===== src/design/sgp_pkg.sv =====
package sgp_pkg;
   // register byte offsets on the plain register port
   localparam logic [7:0] SGP_OFS_ANALOG_DATA  = 8'h01;
   localparam logic [7:0] SGP_OFS_SMALL_DATA   = 8'h02;
   localparam logic [7:0] SGP_OFS_SHARED_DATA  = 8'h03;
   localparam logic [7:0] SGP_OFS_ANALOG_DIR   = 8'h05;
   localparam logic [7:0] SGP_OFS_SMALL_DIR    = 8'h06;
   localparam logic [7:0] SGP_OFS_SHARED_DIR   = 8'h07;
   localparam logic [7:0] SGP_OFS_SMALL_PULLUP = 8'h0E;
   // port widths
   localparam int SGP_ANALOG_BITS = 6;
   localparam int SGP_SMALL_BITS  = 2;
   localparam int SGP_SHARED_BITS = 7;
   // reset values of direction and pullup registers
   localparam logic [7:0] SGP_DIR_RESET    = 8'h00;
   localparam logic [7:0] SGP_PULLUP_RESET = 8'h00;
   // bit positions inside the shared port
   localparam int SGP_SS_BIT        = 0;
   localparam int SGP_SERIAL_LO     = 0;
   localparam int SGP_SERIAL_HI     = 3;
   localparam int SGP_TIMER_LO      = 4;
   localparam int SGP_TIMER_HI      = 6;
   // converter channel select field width and pin-input sync depth
   localparam int SGP_CHSEL_BITS    = 5;
   localparam int SGP_SYNC_STAGES   = 3;
endpackage


===== src/design/sgp_gpio_top.sv =====
// Overview of operation
// - six-bit analog port has a software latch per pin, direction per bit.
// - analog port latches keep contents through reset.
// - converter channel select on a port pin, while the converter is active, forces it to analog input.
// - direction 1 drives the pin, 0 makes it an input.
// - reset clears all six analog port direction bits.
// - analog port read gives latch when output, pin level when input.
// - data writes always reach the latch; input pins still read the pin.
// - two-bit port latches are read/write and survive reset.
// - reset clears both two-bit port direction bits.
// - two-bit port read gives latch for outputs, pin for inputs.
// - pullup enable 1 connects pullup on an input two-bit pin.
// - pullup enable 0 leaves an input two-bit pin high impedance.
// - pullup is cut whenever the pin is an output.
// - seven-bit shared port has a read/write latch per pin.
// - seven-bit port latches survive reset.
// - timer edge/level select decides timer or port use of bits 4-6.
// - serial disabled makes bits 0-3 general-purpose I/O.
// - serial pins ignore direction for drive, but direction picks read source.
// - slave-select bit returns to port use when serial is master.
// - analog bit-0 direction never touches slave-select while serial enabled.
// - seven-bit port read gives latch for outputs, pin for inputs.
// - reset clears all seven shared port direction bits.
//
// The implementer's own choice: the plain strobed port.
`timescale 1ns/100ps
`default_nettype none
module sgp_gpio_top (
   input  wire logic        clk_sys,
   input  wire logic        rst_n,
   input  wire logic [7:0]  reg_addr,
   input  wire logic [7:0]  reg_wdata,
   input  wire logic        reg_wr,
   input  wire logic        reg_rd,
   output logic      [7:0]  reg_rdata,
   // analog-shared port pins
   input  wire logic [5:0]  analog_pin_in,
   output logic      [5:0]  analog_pin_out,
   output logic      [5:0]  analog_pin_oe,
   output logic      [5:0]  converter_input_pins,
   input  wire logic        converter_active,
   input  wire logic [4:0]  converter_channel_select,
   // two-bit port pins
   input  wire logic [1:0]  small_pin_in,
   output logic      [1:0]  small_pin_out,
   output logic      [1:0]  small_pin_oe,
   output logic      [1:0]  small_pullup_on,
   // seven-bit shared port pins
   input  wire logic [6:0]  shared_pin_in,
   output logic      [6:0]  shared_pin_out,
   output logic      [6:0]  shared_pin_oe,
   // serial peripheral side
   input  wire logic        serial_periph_enable,
   input  wire logic        serial_periph_master_select,
   input  wire logic [3:0]  serial_out,
   input  wire logic [3:0]  serial_oe,
   output logic      [3:0]  serial_in,
   // timer side: bit 0/1 first timer channels, bit 2 second timer channel
   input  wire logic [5:0]  timer_edge_level_select,
   input  wire logic [2:0]  timer_out,
   input  wire logic [2:0]  timer_oe,
   output logic      [2:0]  timer_in
);
   localparam int AB = sgp_pkg::SGP_ANALOG_BITS;
   localparam int SB = sgp_pkg::SGP_SMALL_BITS;
   localparam int DB = sgp_pkg::SGP_SHARED_BITS;

   // synchronised pin levels
   logic [AB-1:0] analog_sync;
   logic [SB-1:0] small_sync;
   logic [DB-1:0] shared_sync;

   sgp_pin_sync #(.WIDTH(AB)) u_sync_analog (
      .clk_sys  (clk_sys),
      .rst_n    (rst_n),
      .pin_in   (analog_pin_in),
      .pin_sync (analog_sync)
   );
   sgp_pin_sync #(.WIDTH(SB)) u_sync_small (
      .clk_sys  (clk_sys),
      .rst_n    (rst_n),
      .pin_in   (small_pin_in),
      .pin_sync (small_sync)
   );
   sgp_pin_sync #(.WIDTH(DB)) u_sync_shared (
      .clk_sys  (clk_sys),
      .rst_n    (rst_n),
      .pin_in   (shared_pin_in),
      .pin_sync (shared_sync)
   );

   // address decode
   wire sel_a_data = (reg_addr == sgp_pkg::SGP_OFS_ANALOG_DATA);
   wire sel_c_data = (reg_addr == sgp_pkg::SGP_OFS_SMALL_DATA);
   wire sel_d_data = (reg_addr == sgp_pkg::SGP_OFS_SHARED_DATA);
   wire sel_a_dir  = (reg_addr == sgp_pkg::SGP_OFS_ANALOG_DIR);
   wire sel_c_dir  = (reg_addr == sgp_pkg::SGP_OFS_SMALL_DIR);
   wire sel_d_dir  = (reg_addr == sgp_pkg::SGP_OFS_SHARED_DIR);
   wire sel_c_pu   = (reg_addr == sgp_pkg::SGP_OFS_SMALL_PULLUP);

   logic [AB-1:0] a_latch;
   logic [AB-1:0] a_dir;
   logic [SB-1:0] c_latch;
   logic [SB-1:0] c_dir;
   logic [DB-1:0] d_latch;
   logic [DB-1:0] d_dir;
   logic [7:0]    a_data_rd;
   logic [7:0]    a_dir_rd;
   logic [7:0]    c_data_rd;
   logic [7:0]    c_dir_rd;
   logic [7:0]    d_data_rd;
   logic [7:0]    d_dir_rd;

   // latch written on any data write, reads mux latch/pin per direction
   sgp_port_bits #(.WIDTH(AB)) u_analog (
      .clk_sys   (clk_sys),
      .rst_n     (rst_n),
      .data_we   (reg_wr && sel_a_data),
      .dir_we    (reg_wr && sel_a_dir),
      .wdata     (reg_wdata),
      .pin_level (analog_sync),
      .latch_q   (a_latch),
      .dir_q     (a_dir),
      .data_rd   (a_data_rd),
      .dir_rd    (a_dir_rd)
   );
   sgp_port_bits #(.WIDTH(SB)) u_small (
      .clk_sys   (clk_sys),
      .rst_n     (rst_n),
      .data_we   (reg_wr && sel_c_data),
      .dir_we    (reg_wr && sel_c_dir),
      .wdata     (reg_wdata),
      .pin_level (small_sync),
      .latch_q   (c_latch),
      .dir_q     (c_dir),
      .data_rd   (c_data_rd),
      .dir_rd    (c_dir_rd)
   );
   sgp_port_bits #(.WIDTH(DB)) u_shared (
      .clk_sys   (clk_sys),
      .rst_n     (rst_n),
      .data_we   (reg_wr && sel_d_data),
      .dir_we    (reg_wr && sel_d_dir),
      .wdata     (reg_wdata),
      .pin_level (shared_sync),
      .latch_q   (d_latch),
      .dir_q     (d_dir),
      .data_rd   (d_data_rd),
      .dir_rd    (d_dir_rd)
   );

   // pullup enable register of the two-bit port
   logic [SB-1:0] pullup_reg;
   always_ff @(posedge clk_sys) begin
      if (!rst_n) begin
         pullup_reg <= sgp_pkg::SGP_PULLUP_RESET[SB-1:0];
      end else if (reg_wr && sel_c_pu) begin
         pullup_reg <= reg_wdata[SB-1:0];
      end
   end

   // read data, valid the cycle after the strobe; unmapped reads zero
   logic [7:0] rdata_next;
   logic [7:0] rdata_reg;
   assign rdata_next = !reg_rd     ? 8'h00 :
                       sel_a_data  ? a_data_rd :
                       sel_c_data  ? c_data_rd :
                       sel_d_data  ? d_data_rd :
                       sel_a_dir   ? a_dir_rd :
                       sel_c_dir   ? c_dir_rd :
                       sel_d_dir   ? d_dir_rd :
                       sel_c_pu    ? 8'({pullup_reg}) : 8'h00;
   always_ff @(posedge clk_sys) begin
      if (!rst_n) begin
         rdata_reg <= 8'h00;
      end else begin
         rdata_reg <= rdata_next;
      end
   end
   assign reg_rdata = rdata_reg;

   // analog port: selected converter channel overrides direction; the latch still reaches analog_pin_out
   logic [AB-1:0] analog_sel;
   genvar gi;
   generate
      for (gi = 0; gi < AB; gi++) begin : g_analog
         assign analog_sel[gi] = converter_active &&
                                 (converter_channel_select == 5'(gi));
         assign analog_pin_oe[gi]  = a_dir[gi] && !analog_sel[gi];
         assign analog_pin_out[gi] = a_latch[gi];
      end
   endgenerate
   assign converter_input_pins = analog_sel;

   // two-bit port: pullup only on input pins
   assign small_pin_oe    = c_dir;
   assign small_pin_out   = c_latch;
   assign small_pullup_on = pullup_reg & ~c_dir;

   // seven-bit port ownership
   logic [DB-1:0] owned;
   logic [DB-1:0] periph_oe;
   logic [DB-1:0] periph_out;
   // slave select is left to port use in master mode; analog dir never enters here
   assign owned[0] = serial_periph_enable && !serial_periph_master_select;
   assign owned[1] = serial_periph_enable;
   assign owned[2] = serial_periph_enable;
   assign owned[3] = serial_periph_enable;
   generate
      for (gi = 0; gi < 3; gi++) begin : g_timer
         // edge/level select of zero leaves the pin to the port
         assign owned[sgp_pkg::SGP_TIMER_LO + gi] =
            |timer_edge_level_select[2*gi +: 2];
         assign periph_oe[sgp_pkg::SGP_TIMER_LO + gi]  = timer_oe[gi];
         assign periph_out[sgp_pkg::SGP_TIMER_LO + gi] = timer_out[gi];
      end
   endgenerate
   assign periph_oe[3:0]  = serial_oe;
   assign periph_out[3:0] = serial_out;

   generate
      for (gi = 0; gi < DB; gi++) begin : g_shared
         // owned pins ignore direction for drive
         assign shared_pin_oe[gi]  = owned[gi] ? periph_oe[gi]  : d_dir[gi];
         assign shared_pin_out[gi] = owned[gi] ? periph_out[gi] : d_latch[gi];
      end
   endgenerate
   assign serial_in = shared_sync[3:0];
   assign timer_in  = shared_sync[6:4];

   // reference latch for all seven shared port bits, checked against read results
   logic       rd_d_q;
   logic [6:0] exp_d_q;
   always_ff @(posedge clk_sys) begin
      if (!rst_n) begin
         rd_d_q  <= 1'b0;
         exp_d_q <= 7'h00;
      end else begin
         rd_d_q  <= reg_rd && sel_d_data;
         exp_d_q <= (d_dir & d_latch) | (~d_dir & shared_sync);
      end
   end
endmodule // sgp_gpio_top
`default_nettype wire


===== src/design/sgp_pin_sync.sv =====
`timescale 1ns/100ps
`default_nettype none
// three-stage pin synchroniser; output changes once stages two and three agree
module sgp_pin_sync #(
   parameter int WIDTH = 1
) (
   input  wire logic             clk_sys,
   input  wire logic             rst_n,
   input  wire logic [WIDTH-1:0] pin_in,
   output logic      [WIDTH-1:0] pin_sync
);
   logic [WIDTH-1:0] s1_reg;
   logic [WIDTH-1:0] s2_reg;
   logic [WIDTH-1:0] s3_reg;
   logic [WIDTH-1:0] filt_reg;
   wire  [WIDTH-1:0] agree_w = ~(s2_reg ^ s3_reg);
   wire  [WIDTH-1:0] filt_next = (agree_w & s3_reg) | (~agree_w & filt_reg);

   always_ff @(posedge clk_sys) begin
      if (!rst_n) begin
         s1_reg   <= '0;
         s2_reg   <= '0;
         s3_reg   <= '0;
         filt_reg <= '0;
      end else begin
         s1_reg   <= pin_in;
         s2_reg   <= s1_reg;
         s3_reg   <= s2_reg;
         filt_reg <= filt_next;
      end
   end

   assign pin_sync = filt_reg;
endmodule // sgp_pin_sync
`default_nettype wire


===== src/design/sgp_port_bits.sv =====
`timescale 1ns/100ps
`default_nettype none
// per-bit latch, direction and read mux of one port
module sgp_port_bits #(
   parameter int WIDTH = 6
) (
   input  wire logic             clk_sys,
   input  wire logic             rst_n,
   input  wire logic             data_we,
   input  wire logic             dir_we,
   input  wire logic [7:0]       wdata,
   input  wire logic [WIDTH-1:0] pin_level,
   output logic      [WIDTH-1:0] latch_q,
   output logic      [WIDTH-1:0] dir_q,
   output logic      [7:0]       data_rd,
   output logic      [7:0]       dir_rd
);
   // elaboration-time refusal of widths the byte-wide register port cannot carry
   if (WIDTH < 1 || WIDTH > 8) begin : g_bad_width
      $error("port width must be 1..8");
   end

   logic [WIDTH-1:0] latch_reg;
   logic [WIDTH-1:0] dir_reg;
   logic [WIDTH-1:0] mux_w;

   // latch has no reset and is written whatever direction holds
   always_ff @(posedge clk_sys) begin
      if (data_we) begin
         latch_reg <= wdata[WIDTH-1:0];
      end
   end

   always_ff @(posedge clk_sys) begin
      if (!rst_n) begin
         dir_reg <= sgp_pkg::SGP_DIR_RESET[WIDTH-1:0];
      end else if (dir_we) begin
         dir_reg <= wdata[WIDTH-1:0];
      end
   end

   genvar i;
   generate
      for (i = 0; i < WIDTH; i++) begin : g_bit
         assign mux_w[i] = dir_reg[i] ? latch_reg[i] : pin_level[i];
      end
   endgenerate

   assign latch_q = latch_reg;
   assign dir_q   = dir_reg;
   assign data_rd = 8'({mux_w});
   assign dir_rd  = 8'({dir_reg});
endmodule // sgp_port_bits
`default_nettype wire


===== config.mk =====
export PLATFORM = sky130hd
export DESIGN_NAME = sgp_gpio_top
export DESIGN_NICKNAME = d
export VERILOG_FILES = /design/src/design/sgp_pkg.sv /design/src/design/sgp_gpio_top.sv /design/src/design/sgp_pin_sync.sv /design/src/design/sgp_port_bits.sv
export SDC_FILE = /design/constraint.sdc
export NUM_CORES = 1
export LEC_CHECK = 0
export BUFFER_PORTS_ARGS = -buffer_cell sky130_fd_sc_hd__buf_4
export CAP_MARGIN = 40
export CORE_MARGIN = 1
export CORE_UTILIZATION = 51
export DETAILED_ROUTE_END_ITERATION = 6
export PLACE_DENSITY = 0.81
export REMOVE_ABC_BUFFERS = 1
export SETUP_SLACK_MARGIN = 0.1
export SYNTH_ARGS = -nofsm -noshare
export SYNTH_HDL_FRONTEND = slang
export SYNTH_SLANG_ARGS = --single-unit
export TNS_END_PERCENT = 50

===== constraint.sdc =====
create_clock -name clk_sys -period 2.1 [get_ports clk_sys]
set_input_delay 0.42 -clock clk_sys [delete_from_list [all_inputs] [get_ports clk_sys]]
set_output_delay 0.42 -clock clk_sys [all_outputs]
set_load 0.02 [all_outputs]

=== Word-level counts from Yosys, hierarchy flattened ===
Index checks and enable logic that the tools add are counted.

* Word-level logic and storage cells: 126
* Bits in registers: 100
* Output and inout port bits: 53

* Equal/unequal tests: 12
* Reduce and logical (&&, ||, !) cells: 34
* Bitwise operators: 22
* Mux-type cells: 36

{| class="wikitable"
|+ Operator list
! cell !! number
|-
| 1-bit 2-to-1 mux || 29
|-
| 7-bit 2-to-1 mux || 4
|-
| 8-bit by 3-bit == test with 1-bit output (second input constant) || 3
|-
| 1-bit logical AND || 20
|-
| 8-bit by 2-bit == test with 1-bit output (second input constant) || 2
|-
| 7-bit AND || 2
|-
| 7-bit inverter || 2
|-
| 6-bit AND || 2
|-
| 6-bit 2-to-1 mux || 2
|-
| 6-bit inverter || 2
|-
| 5-bit by 2-bit == test with 1-bit output (second input constant) || 2
|-
| 5-bit by 3-bit == test with 1-bit output (second input constant) || 2
|-
| 8-bit by 1-bit == test with 1-bit output (second input constant) || 1
|-
| 8-bit by 4-bit == test with 1-bit output (second input constant) || 1
|-
| 8-bit OR reduction || 1
|-
| 1-bit zero test || 7
|-
| 7-bit bitwise OR || 1
|-
| 7-bit XOR || 1
|-
| 2-bit AND || 3
|-
| 2-bit inverter || 3
|-
| 6-bit bitwise OR || 1
|-
| 2-bit OR reduction || 3
|-
| 6-bit XOR || 1
|-
| 5-bit by 1-bit == test with 1-bit output (second input constant) || 1
|-
| other kinds (7) || 8
|}

=== Logic depth before layout (Yosys ltp) ===
* Word-level depth: 8
* Mapped depth: 5
* Mapped depth without buffers: 4

=== Cells and area by module ===
A second synthesis with hierarchy kept.

* Cell total of the unflattened synthesis: 412
* Area total of the unflattened synthesis: 4364.2 um^2

{| class="wikitable"
|+ Modules (own cells, without submodules)
! module !! area each (um^2) !! sequential area each (um^2) !! cells an instance !! instances
|-
| sgp_gpio_top || 1142.3 || 200.2 || 145 || 1
|-
| sgp_pin_sync at u_sync_shared || 828.3 || 560.5 || 72 || 1
|-
| sgp_pin_sync at u_sync_analog || 710.7 || 480.5 || 62 || 1
|-
| sgp_port_bits at u_shared || 625.6 || 350.3 || 46 || 1
|-
| sgp_port_bits at u_analog || 555.5 || 300.3 || 42 || 1
|-
| sgp_port_bits at u_small || 264.0 || 100.1 || 25 || 1
|-
| sgp_pin_sync at u_sync_small || 237.7 || 160.2 || 20 || 1
|}

=== Least setup slack after synthesis ===
Ideal clock, no wire load.

* Kind: input to output
* From: in converter_channel_select[3]
* To: out analog_pin_oe[1]
* Path slack: -0.341 ns
* Required time: 1.680 ns
* Stages on the path: 3
* Arrival: 2.021 ns
* Cells stage by stage: or3b_2 > nor4b_1 > nor2b_1

* Word-level cells in the longest chain between the ends: 4

{| class="wikitable"
|+ Ends and longest elaborated chain
! element !! RTL line !! RTL
|-
| start: declaration || sgp_gpio_top.sv:42 || <nowiki>input wire logic [4:0] converter_channel_select,</nowiki>
|-
| 5-bit by 1-bit == test with 1-bit output || sgp_gpio_top.sv:188 || <nowiki>(converter_channel_select == 5'(gi));</nowiki>
|-
| 1-bit logical AND || sgp_gpio_top.sv:187 || <nowiki>assign analog_sel[gi] = converter_active &&</nowiki>
|-
| via converter_input_pins[1] || sgp_gpio_top.sv:40 || <nowiki>output logic [5:0] converter_input_pins,</nowiki>
|-
| 1-bit zero test || sgp_gpio_top.sv:189 || <nowiki>assign analog_pin_oe[gi] = a_dir[gi] && !analog_sel[gi];</nowiki>
|-
| 1-bit logical AND || sgp_gpio_top.sv:189 ||
|-
| end: declaration || sgp_gpio_top.sv:39 || <nowiki>output logic [5:0] analog_pin_oe,</nowiki>
|}

The timed path passes the listed nets, and every way through them passes these cells.

=== Worst setup path after layout ===
* From: in converter_channel_select[3]
* To: out analog_pin_oe[1]

* Word-level cells in the longest chain between the ends: 4

{| class="wikitable"
|+ Ends and longest elaborated chain
! element !! RTL line
|-
| 5-bit by 1-bit == test with 1-bit output || sgp_gpio_top.sv:188
|-
| 1-bit logical AND || sgp_gpio_top.sv:187
|-
| 1-bit zero test || sgp_gpio_top.sv:189
|-
| 1-bit logical AND || sgp_gpio_top.sv:189
|}

Every way passes these cells.

==> run_results.csv <==
group,metric,value,unit
timing,whs,0.242,ns
yosys,netlist_area,3910,um2
yosys,ys_seq_area_share,54.5,%
floorplan,core-area,7330,um2
cells_and_area,antenna_cells,0,
place,port_buffers,113,
cells_and_area,n_fill_cell,540,
yosys,synth_cells,366,
timing,max_freq,0.513,GHz
clocking,numCtsBuffers,9,
yosys,ys_seq_elements,99,
routing,drc,0,
yosys,async_reset_ff_share,0,%
timing,fin_skew,0.0129,ns
place,place.gp.congestion,0.852,
routing,wl,8870,um
power,p_sw,0.851,mW
timing,setup_viol,0,
grt,grt_max_degree,54,
critical_path,cp-start-kind,"input port",
place,dp_hpwl,6660,um
clocking,cts_sinks,99,
timing,drv_slew,0,
cells_and_area,fin_nets,550,
yosys,yosysUniqueCellTypes,42,
clocking,worstSkewPairLatency,0.37,ns
power,cell_internal_pwr,2.58,mW
power,p_seq_share,57.4,%
yosys,yosysWarnings,0,
place,dp.cells,575,
timing,finalHoldViolCount,0,
cells_and_area,finalNonFillerCells,591,
timing,rsz0062_at_grt,"yes",
power,leakage,2.07,nW
grt,antenna_found_initial,0,
floorplan,die_w,89.6,um
cells_and_area,final_util,69.9,%
critical_path,slowest_stage,"or3b_4",
clocking,cts_root_buf,"clkbuf_8",
critical_path,crit_chain,"buf_4, or3b_4, nor4b_2, buf_4, nor2b_1, buf_4",
cells_and_area,area_growth,31.1,%
power,swShare,24.8,%
critical_path,crit_path_max_fanout,4,
routing,dr_total_vias,3040,
clocking,cts_max_path_buffers,2,
grt,grt_pass1_vias,2818,
yosys,synth_top_area_share,43.0,%
timing,min_period,1.95,ns
critical_path,cp_data_arrival_time,1.53,ns
cells_and_area,drive_gt1_share,33.7,%
grt,grt_pass1_wl,13700,um
clocking,clk_pin_slew,0.10,ns
power,p_per_area,670,nW/um2
hold_path,hold_class,"input port to flop",
power,power.clock.fraction,34.1,%
timing,min_period_over_period,92.8,%
yosys,synthFlopType,"dfxtp_1",
routing,vias_per_cell,5.14,
routing,wl_per_cell,15.0,um
yosys,synth_top_area_cell,"dfxtp_1",
routing,drt-pass1-iter-count,4,
critical_path,worst-r2r-setup-slack,0.79,ns
routing,ant_nets,0,
flow_run,maxCapViolations,0,
floorplan,ioPinCount,116,
floorplan,start_util,53.4,%
critical_path,endpoint_kind,"primary output",
run_status,status,"finished, final reports clean",
yosys,synth_enable_flop_cells,15,
power,ir_drop,516,uV
floorplan,dieHeight,89.6,um
power,pwr-share-comb,8.5,%
critical_path,cp_common_cell,"buf_4",
clocking,cts_tree,"yes",
yosys,syn_area_per_cell,10.7,um2
critical_path,critPathKind,"input port to primary output",
yosys,synthTopCellsByArea,"dfxtp_1 (43%), edfxtp_1 (12%), mux2i_1 (7.7%)",
critical_path,cp_data_required_time,1.68,ns
clocking,ctsHtreeMaxLevel,3,
clocking,post_cts_buffers,0,
grt,overflow,0,
routing,drtIter0Drc,94,
critical_path,critPathMaxStageDelay,0.42,ns
floorplan,die-area,8020,um2
grt,track_usage,23.2,%
floorplan,fp-row-count,31,
-- final cells by class --
cell class / count / area (um2) / area share (%)
Sequential cell: 99 / 2130 / 41.6
Clock buffer: 10 / 128 / 2.49
Timing Repair Buffer: 126 / 958 / 18.7
Clock inverter: 6 / 60.1 / 1.17
Inverter: 3 / 11.3 / 0.220
Multi-Input combinational cell: 248 / 1710 / 33.4
Tap cell: 99 / 124 / 2.42
-- critical path, delay by kind of cell --
| family | cells | cell delay, ns |
|---|---|---|
| buffers and inverters | 3 | 0.41 |
| and+or+nand+nor | 3 | 0.70 |
-- cell usage after synthesis (all sizes together), types with 2 or more instances --
| library cell | n |
|---|---|
| dfxtp | 84 |
| and2 | 46 |
| mux2i | 30 |
| nor2b | 26 |
| nand2 | 23 |
| nor2 | 22 |
| o21ai | 18 |
| a21boi | 15 |
| edfxtp | 15 |
| mux2 | 15 |
| clkbuf | 14 |
| nor3 | 5 |
| a21o | 4 |
| nand3 | 4 |
| o211ai | 4 |
| o22ai | 4 |
| inv | 3 |
| nand3b | 3 |
| nor4 | 3 |
| o2bb2ai | 3 |
| a211oi | 2 |
| and3 | 2 |
| buf | 2 |
| nand2b | 2 |
| nand4 | 2 |
| nor4b | 2 |
| o21a | 2 |
| or4 | 2 |
-- cell usage in the layout, fill, tap and decap left out, types with 3 or more instances in the layout --
| cell | count |
|---|---|
| buf_4 | 125 |
| dfxtp_1 | 84 |
| and2_1 | 46 |
| mux2i_1 | 30 |
| nor2b_1 | 26 |
| nand2_1 | 23 |
| nor2_1 | 21 |
| o21ai_0 | 18 |
| mux2_2 | 15 |
| a21boi_0 | 15 |
| edfxtp_1 | 15 |
| clkbuf_8 | 9 |
| nand3_1 | 4 |
| a21o_1 | 4 |
| o211ai_1 | 4 |
| o22ai_1 | 4 |
| inv_1 | 3 |
| nand3b_1 | 3 |
| o2bb2ai_1 | 3 |
| inv_6 | 3 |
| inv_8 | 3 |
-- cells by family after synthesis --
logic type	after synthesis	synth area share, %
simple gates	145	21.5
flops	99	54.5
compound gates	57	9.82
mux	45	12.0
buf+inv	19	2.11
other cells	1	0.0959
-- final timing paths --
path,from,to,cells past startpoint
max,converter_channel_select[3],analog_pin_oe[1],6
min,reg_wdata[6],u_shared.latch_q[6],1
max reg2reg,u_shared.dir_q[0],reg_rdata[0],4
min reg2reg,u_sync_shared.s1_reg[1],u_sync_shared.s2_reg[1],1
-- per-layer routing --
metal  wire length, um  vias up  part of all wire (%)  GRT usage, %
met5                 0        -                     0             0
met4                63        0                  0.71          5.92
met3               432        7                   4.9          6.58
met2              4490       81                    51          39.4
met1              3880     1444                    44          29.4
li1                  -     1508                     -             -
-- power groups by stage --
stage                     Combinational (mW)  Clock (mW)  Sequential [mW]
after global routing                   0.319        1.27             1.98
after CTS                              0.293        1.20             1.97
after detailed placement               0.290           0             2.02
final                                  0.292        1.17             1.97
after floorplan                        0.112           0             2.01
after global placement                 0.284           0             2.01
-- stage by stage --
stage / instance area, um2 / worst slack [ns] / power, mW / setup TNS, ns
4_1_cts: 5120 / 0.151 / 3.46 / 0
5_1_grt: 5130 / 0.0816 / 3.57 / 0
6_report: 5130 / 0.151 / 3.43 / 0
3_5_place_dp: 4920 / 0.0367 / 2.31 / 0
3_3_place_gp: 4920 / 0.0317 / 2.30 / 0
2_1_floorplan: 3840 / -0.341 / 2.12 / -0.615
-- repair_timing --
action                                  CTS  global route
pin swaps                                 0             0
endpoints found under the setup margin    7             3
cloned                                    0             0
hold buffers                              0             0
gates resized for setup                   3             1
(Power assumes the default switching activity.)
